$ cat src/hdl/iom_pkg.sv
// package of constants and carrier types for the i/o monitor and alarm log
package iom_pkg;

	// =====================================================================
	// widths and counts
	localparam int IOM_SWITCHES = 8;
	localparam int IOM_VALVES = 8;
	localparam int IOM_SAFETY = 3;
	localparam int IOM_ENC_W = 16;
	localparam int IOM_ANA_W = 8;
	localparam int IOM_LOG_DEPTH = 5;
	localparam int IOM_IDX_W = 3;
	localparam int IOM_HOUR_W = 24;
	localparam int IOM_CNT_W = 8;
	localparam int IOM_TEMP_W = 8;

	// =====================================================================
	// timing
	localparam int IOM_CLK_HZ = 50000000;
	localparam int IOM_SILENCE_MS = 100;
	localparam int IOM_SILENCE_CYC = IOM_SILENCE_MS * (IOM_CLK_HZ / 1000);
	localparam int IOM_HOUR_S = 3600;
	localparam longint IOM_HOUR_CYC = longint'(IOM_HOUR_S) * IOM_CLK_HZ;

	// =====================================================================
	// alarm codes
	typedef enum logic [3:0] {
		IOM_ALM_NONE = 4'h0,
		IOM_ALM_PARAM_MEM = 4'h1,
		IOM_ALM_BUS_SILENCE = 4'h2,
		IOM_ALM_COIL_SHORT = 4'h3,
		IOM_ALM_HS_OPEN = 4'h4,
		IOM_ALM_GRP1 = 4'h5,
		IOM_ALM_GRP2 = 4'h6,
		IOM_ALM_GRP3 = 4'h7,
		IOM_ALM_HS_CLOSED = 4'h8
	} iom_alarm_t;
	localparam int IOM_NUM_ALARMS = 8;
	localparam logic [IOM_CNT_W-1:0] IOM_CNT_MAX = 8'hff;

	// target node codes from the console
	localparam logic [5:0] IOM_NODE_SUPERVISOR = 6'h01;
	localparam logic [5:0] IOM_NODE_TRACTION = 6'h02;
	localparam logic [5:0] IOM_NODE_PUMP = 6'h05;
	localparam logic [5:0] IOM_NODE_STEER = 6'h06;
	localparam logic [5:0] IOM_NODE_SELF = 6'h09;
	localparam logic [5:0] IOM_NODE_MAX = 6'h20;

	// =====================================================================
	// carriers
	typedef struct packed {
		logic [IOM_SWITCHES-1:0] switches;
		logic [IOM_VALVES-1:0] solenoid_valve_output;
		logic [IOM_SAFETY-1:0] safety_valves;
		logic [IOM_ENC_W-1:0] encoder;
		logic [IOM_ANA_W-1:0] analog_one;
		logic [IOM_ANA_W-1:0] analog_two;
		logic analog_select_a;
		logic analog_select_b;
	} iom_live_t;

	typedef struct packed {
		iom_alarm_t code;
		logic [IOM_CNT_W-1:0] count;
		logic [IOM_HOUR_W-1:0] hours;
		logic [IOM_TEMP_W-1:0] temp;
	} iom_entry_t;

	// field order follows the alarm codes: bit 7 is code 1, bit 0 code 8,
	// so the history logic can turn a bit index straight into a code
	typedef struct packed {
		logic param_memory_fault;
		logic bus_silence_fault;
		logic coil_short_alarm;
		logic high_side_stuck_open;
		logic group_one_transistor_short;
		logic group_two_transistor_short;
		logic group_three_transistor_short;
		logic high_side_stuck_closed;
	} iom_faults_t;

endpackage

$ cat src/hdl/iom_monitor.sv
// live i/o monitor, fault alarms, hour meter and alarm history
`timescale 1ns/1ps

module iom_monitor
	import iom_pkg::*;
#(
	parameter longint SILENCE_CYC = IOM_SILENCE_CYC,
	parameter longint HOUR_CYC = IOM_HOUR_CYC
)(
	input wire logic clk,
	input wire logic rst,
	input wire logic ce,
	input wire iom_live_t live_pins,
	input wire logic supervisor_msg,
	input wire logic coil_short_sense,
	input wire logic high_side_cmd,
	input wire logic high_side_sense,
	input wire logic [2:0] group_short_sense,
	input wire logic mem_fault_sense,
	input wire logic key_on,
	input wire logic hour_mode_key_on,
	input wire logic [IOM_TEMP_W-1:0] temperature,
	input wire logic parameter_backup_request,
	input wire logic parameter_reload_request,
	input wire logic [IOM_IDX_W-1:0] log_rd_idx,
	output iom_live_t live,
	output iom_faults_t faults,
	output logic operation_inhibit,
	output logic load_defaults,
	output logic backup_ack,
	output logic [IOM_HOUR_W-1:0] hour_meter,
	output iom_entry_t log_rd_data,
	output logic [IOM_IDX_W-1:0] log_fill
);

	// =====================================================================
	// pin synchronisers
	iom_live_t live_s1; // first stage, read only by second
	iom_live_t live_s2;
	logic [9:0] raw_s1; // fault senses and strobes, first stage
	logic [9:0] raw_s2;
	logic [9:0] raw_in;
	assign raw_in = {supervisor_msg, coil_short_sense, high_side_cmd,
		high_side_sense, group_short_sense, mem_fault_sense, key_on,
		parameter_backup_request};
	// two flops on the live pins, fault senses, key and backup request before logic
	always_ff @(posedge clk or posedge rst) begin
		if (rst) begin
			live_s1 <= '0;
			live_s2 <= '0;
			raw_s1 <= '0;
			raw_s2 <= '0;
		end else if (ce) begin
			live_s1 <= live_pins;
			live_s2 <= live_s1;
			raw_s1 <= raw_in;
			raw_s2 <= raw_s1;
		end
	end
	logic msg_s, coil_s, hs_cmd_s, hs_sense_s, mem_s, key_s, backup_s;
	logic [2:0] grp_s;
	assign {msg_s, coil_s, hs_cmd_s, hs_sense_s, grp_s, mem_s, key_s,
		backup_s} = raw_s2;

	// =====================================================================
	// live monitor registers; read-only view, fed back only to the hour
	// meter's active test, so console reads cannot steer the device
	iom_live_t next_live;
	always_comb begin
		next_live = live_s2;
	end
	always_ff @(posedge clk or posedge rst) begin
		if (rst) begin
			live <= '0;
		end else if (ce) begin
			live <= next_live;
		end
	end

	// =====================================================================
	// fault detection and timers
	logic [31:0] silence_cnt; // cycles since last supervisor message
	logic [31:0] next_silence_cnt;
	logic [42:0] hour_div; // prescaler to one hour
	logic [42:0] next_hour_div;
	logic [IOM_HOUR_W-1:0] next_hour_meter;
	logic key_d; // previous key level for edge detect
	logic next_key_d;
	iom_faults_t next_faults;
	logic next_inhibit, next_load_defaults, next_backup_ack;
	logic backup_d;
	logic next_backup_d;
	logic active; // some valve function is on
	logic [5:0] hw_now; // hardware fault conditions seen this cycle
	assign active = |live.solenoid_valve_output | |live.safety_valves;
	// bits follow the fault record: coil, open, groups, closed
	assign hw_now = {coil_s,
		hs_cmd_s & ~hs_sense_s,
		grp_s[0], grp_s[1], grp_s[2],
		~hs_cmd_s & hs_sense_s};
	always_comb begin
		next_silence_cnt = silence_cnt;
		next_hour_div = hour_div;
		next_hour_meter = hour_meter;
		next_key_d = key_s;
		next_faults = faults;
		next_inhibit = operation_inhibit;
		next_load_defaults = 1'b0;
		next_backup_d = backup_s;
		// backup request only acknowledged; nothing is stored or changed
		next_backup_ack = backup_s & ~backup_d;
		// silence counter; saturates at the timeout
		if (msg_s) begin
			next_silence_cnt = '0;
		end else if (64'(silence_cnt) < SILENCE_CYC) begin
			next_silence_cnt = silence_cnt + 32'h1;
		end
		next_faults.bus_silence_fault =
			(64'(silence_cnt) >= SILENCE_CYC) & ~msg_s;
		// hardware faults stay sticky until the next key cycle
		next_faults[5:0] = faults[5:0] | hw_now;
		// memory fault latches and inhibits operation
		if (mem_s) begin
			next_faults.param_memory_fault = 1'b1;
			next_inhibit = 1'b1;
		end
		// key rising edge: a clean memory reloads defaults, clears latches
		if (key_s && !key_d) begin
			if (!mem_s && faults.param_memory_fault) begin
				next_load_defaults = 1'b1;
				next_faults.param_memory_fault = 1'b0;
				next_inhibit = 1'b0;
			end
			// a fault present on this very edge is kept: set wins
			next_faults[5:0] = hw_now;
		end
		// hour meter runs when powered, or only while a function is active
		if (hour_mode_key_on || active) begin
			if (64'(hour_div) >= HOUR_CYC - 1) begin
				next_hour_div = '0;
				next_hour_meter = hour_meter + 24'h1;
			end else begin
				next_hour_div = hour_div + 43'h1;
			end
		end
	end

	always_ff @(posedge clk or posedge rst) begin
		if (rst) begin
			silence_cnt <= '0;
			hour_div <= '0;
			hour_meter <= '0;
			key_d <= 1'b0;
			faults <= '0;
			operation_inhibit <= 1'b0;
			load_defaults <= 1'b0;
			backup_ack <= 1'b0;
			backup_d <= 1'b0;
		end else if (ce) begin
			silence_cnt <= next_silence_cnt;
			hour_div <= next_hour_div;
			hour_meter <= next_hour_meter;
			key_d <= next_key_d;
			faults <= next_faults;
			operation_inhibit <= next_inhibit;
			load_defaults <= next_load_defaults;
			backup_ack <= next_backup_ack;
			backup_d <= next_backup_d;
		end
	end

	// =====================================================================
	// alarm history: newest in slot 0, older shift down
	iom_entry_t shadow [IOM_LOG_DEPTH]; // mirror used to find repeats
	iom_entry_t next_shadow [IOM_LOG_DEPTH];
	logic [IOM_IDX_W-1:0] next_log_fill;
	logic [IOM_NUM_ALARMS-1:0] fault_vec, prev_vec, next_prev_vec, rise;
	logic wr_en;
	logic [IOM_IDX_W-1:0] wr_idx;
	iom_entry_t wr_data;
	logic [IOM_IDX_W-1:0] scan; // slot rewritten into memory this cycle
	logic [IOM_IDX_W-1:0] next_scan;
	assign fault_vec = faults;
	assign rise = fault_vec & ~prev_vec;
	// lowest set bit picks the alarm logged this cycle
	function automatic iom_alarm_t pick(input logic [7:0] v);
		iom_alarm_t c;
		c = IOM_ALM_NONE;
		for (int i = 0; i < IOM_NUM_ALARMS; i++) begin
			if (v[i] && c == IOM_ALM_NONE) begin
				c = iom_alarm_t'(4'(IOM_NUM_ALARMS - i));
			end
		end
		return c;
	endfunction

	always_comb begin
		iom_alarm_t code;
		int hit;
		code = pick(rise);
		hit = -1;
		next_log_fill = log_fill;
		for (int i = 0; i < IOM_LOG_DEPTH; i++) begin
			next_shadow[i] = shadow[i];
		end
		// one alarm logged per cycle; clear its edge only when taken
		next_prev_vec = prev_vec & fault_vec;
		for (int i = 0; i < IOM_NUM_ALARMS; i++) begin
			if (4'(IOM_NUM_ALARMS - i) == code) begin
				next_prev_vec[i] = 1'b1;
			end
		end
		if (code != IOM_ALM_NONE) begin
			for (int i = 0; i < IOM_LOG_DEPTH; i++) begin
				if (i < 32'(log_fill) && shadow[i].code == code && hit < 0) begin
					hit = i;
				end
			end
			if (hit >= 0) begin
				// repeat: bump count, refresh hour and temperature
				if (shadow[hit].count != IOM_CNT_MAX) begin
					next_shadow[hit].count = shadow[hit].count + 8'h1;
				end
				next_shadow[hit].hours = hour_meter;
				next_shadow[hit].temp = temperature;
			end else begin
				// new distinct alarm pushes out the oldest
				for (int i = IOM_LOG_DEPTH - 1; i > 0; i--) begin
					next_shadow[i] = shadow[i-1];
				end
				next_shadow[0] = '{code, 8'h01, hour_meter, temperature};
				if (32'(log_fill) < IOM_LOG_DEPTH) begin
					next_log_fill = log_fill + 3'h1;
				end
			end
		end
		next_scan = (32'(scan) >= IOM_LOG_DEPTH - 1) ? '0 : scan + 3'h1;
		wr_en = 1'b1;
		wr_idx = scan;
		wr_data = shadow[scan];
	end

	always_ff @(posedge clk or posedge rst) begin
		if (rst) begin
			for (int i = 0; i < IOM_LOG_DEPTH; i++) begin
				shadow[i] <= '0;
			end
			log_fill <= '0;
			prev_vec <= '0;
			scan <= '0;
		end else if (ce) begin
			for (int i = 0; i < IOM_LOG_DEPTH; i++) begin
				shadow[i] <= next_shadow[i];
			end
			log_fill <= next_log_fill;
			prev_vec <= next_prev_vec;
			scan <= next_scan;
		end
	end

	// console-side read copy, refreshed slot by slot every five cycles
	iom_log_mem u_log (
		.clk(clk),
		.rst(rst),
		.ce(ce),
		.wr_en(wr_en),
		.wr_idx(wr_idx),
		.wr_data(wr_data),
		.rd_idx(log_rd_idx),
		.rd_data(log_rd_data)
	);
	// reload request is deliberately ignored to protect parameters
	logic unused_reload;
	assign unused_reload = parameter_reload_request;

endmodule // iom_monitor

$ cat src/hdl/iom_log_mem.sv
// five-entry alarm history store with registered read port
`timescale 1ns/1ps
module iom_log_mem
	import iom_pkg::*;
(
	input wire logic clk,
	input wire logic rst,
	input wire logic ce,
	input wire logic wr_en,
	input wire logic [IOM_IDX_W-1:0] wr_idx,
	input wire iom_entry_t wr_data,
	input wire logic [IOM_IDX_W-1:0] rd_idx,
	output iom_entry_t rd_data
);

	// =====================================================================
	// storage
	iom_entry_t mem [IOM_LOG_DEPTH]; // one word per history slot
	iom_entry_t next_rd_data; // read data before the output register

	// combinational read select; out-of-range index reads as empty
	always_comb begin
		next_rd_data = '0;
		if (32'(rd_idx) < IOM_LOG_DEPTH) begin
			next_rd_data = mem[rd_idx];
		end
	end

	// storage write; no reset so it can map onto plain ram
	always_ff @(posedge clk) begin
		if (ce && wr_en && 32'(wr_idx) < IOM_LOG_DEPTH) begin
			mem[wr_idx] <= wr_data;
		end
	end

	// registered read data
	always_ff @(posedge clk or posedge rst) begin
		if (rst) begin
			rd_data <= '0;
		end else if (ce) begin
			rd_data <= next_rd_data;
		end
	end

endmodule // iom_log_mem

$ cat config.mk
export PLATFORM = sky130hd
export DESIGN_NAME = iom_monitor
export DESIGN_NICKNAME = d
export VERILOG_FILES = /design/src/hdl/iom_pkg.sv /design/src/hdl/iom_monitor.sv /design/src/hdl/iom_log_mem.sv
export SDC_FILE = /design/constraint.sdc
export NUM_CORES = 2
export LEC_CHECK = 0
export BUFFER_PORTS_ARGS = -buffer_cell sky130_fd_sc_hd__buf_2
export CORE_UTILIZATION = 25
export CTS_CLUSTER_DIAMETER = 200
export DETAILED_ROUTE_END_ITERATION = 8
export PLACE_DENSITY = 0.38
export SETUP_SLACK_MARGIN = 0.2
export SYNTH_ARGS = -nofsm -noshare
export SYNTH_HDL_FRONTEND = slang
export SYNTH_SLANG_ARGS = --single-unit
$ cat constraint.sdc
create_clock -name clk -period 33.1 [get_ports clk]
set_clock_uncertainty 0.05 [all_clocks]
set_input_delay 9.93 -clock clk [delete_from_list [all_inputs] [get_ports clk]]
set_output_delay 9.93 -clock clk [all_outputs]
set_load 0.05 [all_outputs]
; After elaboration in Yosys (flattened, before gate mapping)
; Memory sizes are Yosys's and may differ from the RTL's.
; Cells that the tools add are included.
[word_totals]
reg_bits = 569
ramBits = 220
input_bits = 79
out_inout_bits = 135
word_cells = 226
mem_count = 1
[memory_table]
columns = name, depth, word_bits, read_ports, rd_clocked_by_memory_dff, write_ports, line
row1 = u_log.mem, 5, 44, 1, 0, 1, iom_log_mem.sv:18  ; iom_entry_t mem [IOM_LOG_DEPTH];
[op_classes]
add_sub_neg = 6
order_cmp = 20
eq_ne = 14
n_mux = 61
bitwise_logic = 16
reduce_logical = 39
[op_table]
columns = op, count
row1 = 2-to-1 mux 220 bit, 4
row2 = bitwise mux 220 bit, 3
row3 = 2-to-1 mux 32 bit, 13
row4 = demux 44 bit (select 3 bit), 3
row5 = binary-select mux 44 bit (select 3 bit), 2
row6 = < comparator 32 x 1 -> 1 bit (second input constant), 5
row7 = 2-to-1 mux 44 bit, 3
row8 = 2-to-1 mux 40 bit, 3
row9 = adder 43 x 1 -> 43 bit (second input constant), 1
row10 = >= comparator 43 x 38 -> 1 bit (second input constant), 1
row11 = 2-to-1 mux 43 bit, 1
row12 = adder 32 x 1 -> 32 bit (second input constant), 1
row13 = >= comparator 32 x 1 -> 1 bit (second input constant), 1
row14 = >= comparator 32 x 23 -> 1 bit (second input constant), 1
row15 = >= comparator 32 x 4 -> 1 bit (second input constant), 1
row16 = < comparator 32 x 23 -> 1 bit (second input constant), 1
row17 = 2-to-1 mux 4 bit, 8
row18 = inverter 32 bit, 1
row19 = zero test 4 bit, 7
row20 = adder 24 x 1 -> 24 bit (second input constant), 1
row21 = == test 4 bit, 5
row22 = logical AND 1 bit, 20
row23 = 2-to-1 mux 1 bit, 18
row24 = bitwise AND 8 bit, 2
row25 = other kinds (31), 50

; Logic depth before layout (Yosys ltp)
[depth]
ltp_word = 56
ltp_mapped = 21
mapped_depth_nobuf = 15

; Cells and area by module
; Synthesis repeated with hierarchy kept, for this count alone.
[unflattened]
hier_cells = 2710
area_unflattened_um2 = 34488.1
[by_module_without_submodules]
columns = module, instances, cells_per_inst, area_each_um2, seq_area_each_um2
row1 = iom_monitor, 1, 2228, 24918.9, 13137.6
row2 = iom_log_mem, 1, 482, 9569.2, 7707.4

; Worst setup path after synthesis
; OpenSTA, ideal clock, no wires.
[synth_timing]
kind = input port to flip-flop
from = input port ce
to = memory u_log.mem[0][0] in the netlist's numbering (enable)
setup_ns = 0.500
arrival_time_ns = 13.955
required_ns = 32.550
path_slack_ns = 18.595
cell_stages = 5
path_buffers = 3
path_cell_list = clkbuf_1 -> clkbuf_1 -> clkbuf_1 -> nand2_1 -> nor3_1
[synth_via]
elab_chain_cells = 3
[synth_rtl]
columns = element, line
row1 = "start, declared", iom_monitor.sv:12  ; input wire logic ce,
row2 = logical AND 1 bit, iom_log_mem.sv:31  ; if (ce && wr_en && 32'(wr_idx) < IOM_LOG_DEPTH) begin
row3 = 2-to-1 mux 1 bit, iom_log_mem.sv:31
row4 = 2-to-1 mux 1 bit (not written as such), iom_log_mem.sv:32  ; mem[wr_idx] <= wr_data;
row5 = "end, declared", iom_log_mem.sv:18
; No other way between the ends.

; Final worst setup path
[layout_timing]
from = input port ce
to = register hour_div[40]
[layout_via]
elab_chain_cells = 1
[layout_rtl]
columns = element, line
row1 = AND reduction 2 bit (no line), -
row2 = "end signal, assigned", iom_monitor.sv:161  ; hour_div <= next_hour_div;
row3 = "end, declared", iom_monitor.sv:84  ; logic [42:0] hour_div;
; No other way between the ends.
; A chain may end at the register's enable or synchronous reset.

==> flow_summary.yaml <==
hold_path:
  worstHoldPathCells: 1
  holdPathEnd: "backup_ack"
  hold_class: "reg -> reg"
  hp-start: "backup_d"
sta:
  max_slew_margin_pct: 17.88
  rsz0062_at_grt: "no"
  tightest_slew_ns: 1.232
  setup_violations: 0
  finalHoldViolations: 0
  clock.fmax_mhz: 77.16
  timing.final.crit_period_ns: 12.96
  finalSetupTns_ns: 0
  drv_slew: 0
  layout_setup_ws_ns: 20.14
  period_share_pct: 39.15
cts:
  cts_root_buf: "clkbuf_16"
  cts_max_level: 3
  postCtsResizedCells: 0
  cts_buffers: 93
  cts_tree: "yes"
  postCtsSetupBuffers: 0
  insertion_delay_ns: 0.72
  ctsHoldBuffers: 0
  clock-sinks: 789
  clk_path_buf_depth: 3
  clk_pin_slew_worst_paths_ns: 0.06
global_route:
  grt_pass1_wl_um: 151700
  grt_max_degree: 121
  antenna_found_initial: 7
  gr-total-overflow: 0
  grt_usage_pct: 14.13
  grt_pass1_vias: 23720
cells_and_area:
  area_growth_pct: 17.68
  fin_nets: 3009
  nFillCells: 13770
  final_util_pct: 29.78
  most-common-layout-cells: "566 x dfrtp_1, 301 x nand2_1, 220 x edfxtp_1, 214 x mux2_2, 210 x buf_2"
  final_common_cell: "dfrtp_1"
  drive_gt1_share_pct: 23.68
floorplanning:
  die_w_um: 373.2
  initial_utilization_pct: 25.30
  die_h_um: 373.2
  core_area_mm2: 0.1361
  die_area_mm2: 0.1393
  rows: 135
  io_pins: 214
worst_setup_path:
  reg2reg_from: "faults[0]"
  crit_type: "in -> reg"
  critPathSlowestCell: "clkbuf_8"
  cp_slowest_stage_delay_ns: 0.51
  cp-start-kind: "primary input"
  crit_fanout: 81
  end_kind: "register"
  cp_cell_sequence: "clkbuf_8, buf_12, nand2_1, nor3_1, nand3_1, nor3_1, and2_1, and3_1, and3_1, xnor2_1, nor2_1"
  required_ns: 33.60
  arrival_ns: 13.46
  reg2reg_slack_ns: 27.40
  reg2reg_depth: 14
  reg2reg_to: "shadow[39]"
placement:
  place_hpwl_um: 58850
  gp_congestion: 0.7825
  numPortBuffers: 212
  post-place-ws_ns: 19.34
synth:
  ys_seq_area_share_pct: 60.51
  synth_edf_count: 220
  yosys.area_share.simple_pct: 9.153
  synth_cell_types: 79
  async_reset_ff_share_pct: 72.12
  syn_nets: 2864
  synth_area_mm2: 0.03445
  synthMuxAreaShare_pct: 13.77
  synthTopCellsByArea: "dfrtp_1 41%, edfxtp_1 19%, mux2_2 7.0%, mux2i_1 3.9%, nand2_1 3.3%"
  synth-compound-area-share_pct: 11.42
  synth-main-ff-cell: "dfrtp_1"
  synth_top_cell_by_area: "dfrtp_1"
  synth_top_family_by_area: "multiplexers"
  synth-seq-cells: 789
  synth_xor_xnor_area_share_pct: 2.059
  syn_inst: 2777
  netlist.area_leader.share_pct: 41.33
  postSynthAreaPerCell_um2: 12.41
  yosysWarningCount: 0
  synthAdderAreaFrac_pct: 0.2906
detailed_routing:
  drt_iter0_drc: 1473
  drt_pre_antenna_iters: 5
  route.vias.total: 22910
  antenna_left: 0
  drc: 0
  via_per_inst: 4.786
  wirelength_um: 98790
  wl_per_cell_um: 20.64
power:
  peakVddDrop_mv: 0.06057
  power_density_mw_per_mm2: 90.38
  leakagePower_nw: 16.31
flow_run:
  maxCapViolCount: 0
run_status:
  status: "finished clean"
==> worst max path at each step <==
stage / start / end / slack (ns) / cells past startpoint
floorplan: rst / backup_ack / 7.20 / 1
global placement: ce / hour_div[40] / 19.40 / 11
detailed placement: ce / hour_div[40] / 19.34 / 11
CTS: ce / hour_div[40] / 20.09 / 11
global route: ce / hour_div[40] / 19.75 / 11
finish: ce / hour_div[40] / 20.14 / 11
==> stage by stage <==
stage	total power [W]	hold slack, ns	instance area (um2)	instances
2_1_floorplan	0.002212	0.3657	34450	2777
3_3_place_gp	0.002603	0.3800	37330	4608
3_5_place_dp	0.002635	0.3985	37330	4608
4_1_cts	0.003717	0.4105	40530	4784
5_1_grt	0.003862	0.4252	40530	4784
6_report	0.003664	0.4062	40540	4787
==> synth_stat cells (27+ instances only) <==
library cell  count
o21ai_0         144
and3_1           31
a21oi_1          43
nand3_1          63
dfrtp_1         569
nor2_1          186
mux4_2           44
mux2i_1         134
edfxtp_1        220
xor2_1           39
a31oi_1          87
o2bb2ai_1        48
a22oi_1         103
mux2_2          214
o22ai_1          46
clkbuf_1        147
xnor2_1          42
inv_1            27
nand2_1         303
==> power by group <==
group          switching [W]  leakage [nW]  internal [W]  total, W
Combinational       0.000901          5.48      0.000362   0.00126
Sequential          0.000122          9.26       0.00122   0.00134
Clock               0.000435          1.57      0.000621   0.00106
==> routing by layer <==
metal | vias up | wire length (um) | GRT usage [%]
li1 | 10480 | - | -
met2 | 548 | 47620 | 23.58
met4 | 6 | 2289 | 4.674
met1 | 11720 | 44070 | 18.61
met5 | - | 36 | 0
met3 | 160 | 4777 | 2.269
==> cells by family after synthesis <==
family	count (synthesis)
multiplexers	392
adder cells (fa/ha/maj)	8
AO/OA/AOI/OAI	580
AND/OR/NAND/NOR	699
flip-flops	789
buffers and inverters	228
XOR/XNOR	81
==> worst max-delay path: cells and delay by family <==
family / cells / cell delay [ns]
xor gates and xnor gates: 1 / 0.13
buffers and inverters: 2 / 0.93
and+or+nand+nor: 8 / 2.42
==> sequential cells by signal, indices dropped and copies added (netlist names), 8 cells and up <==
register       count
hour_div          43
raw_s1            10
prev_vec           8
silence_cnt       32
live_s1           53
u_log.rd_data     44
shadow           220
hour_meter        24
raw_s2            10
u_log.mem        220
faults             8
live              53
live_s2           53
==> area by class of cell <==
type                       count  area (um2)  area share (%)
antenna                        3       7.507         0.01852
clock buffer                 135        2665           6.574
clock inverter                41       540.5           1.333
inverter                      27       108.9          0.2685
multi-input combinational   1760       12760           31.48
sequential                   789       20850           51.43
tap                         1781        2228           5.497
timing repair buffer         251        1378           3.398
Power figures use the tool's default switching activity.
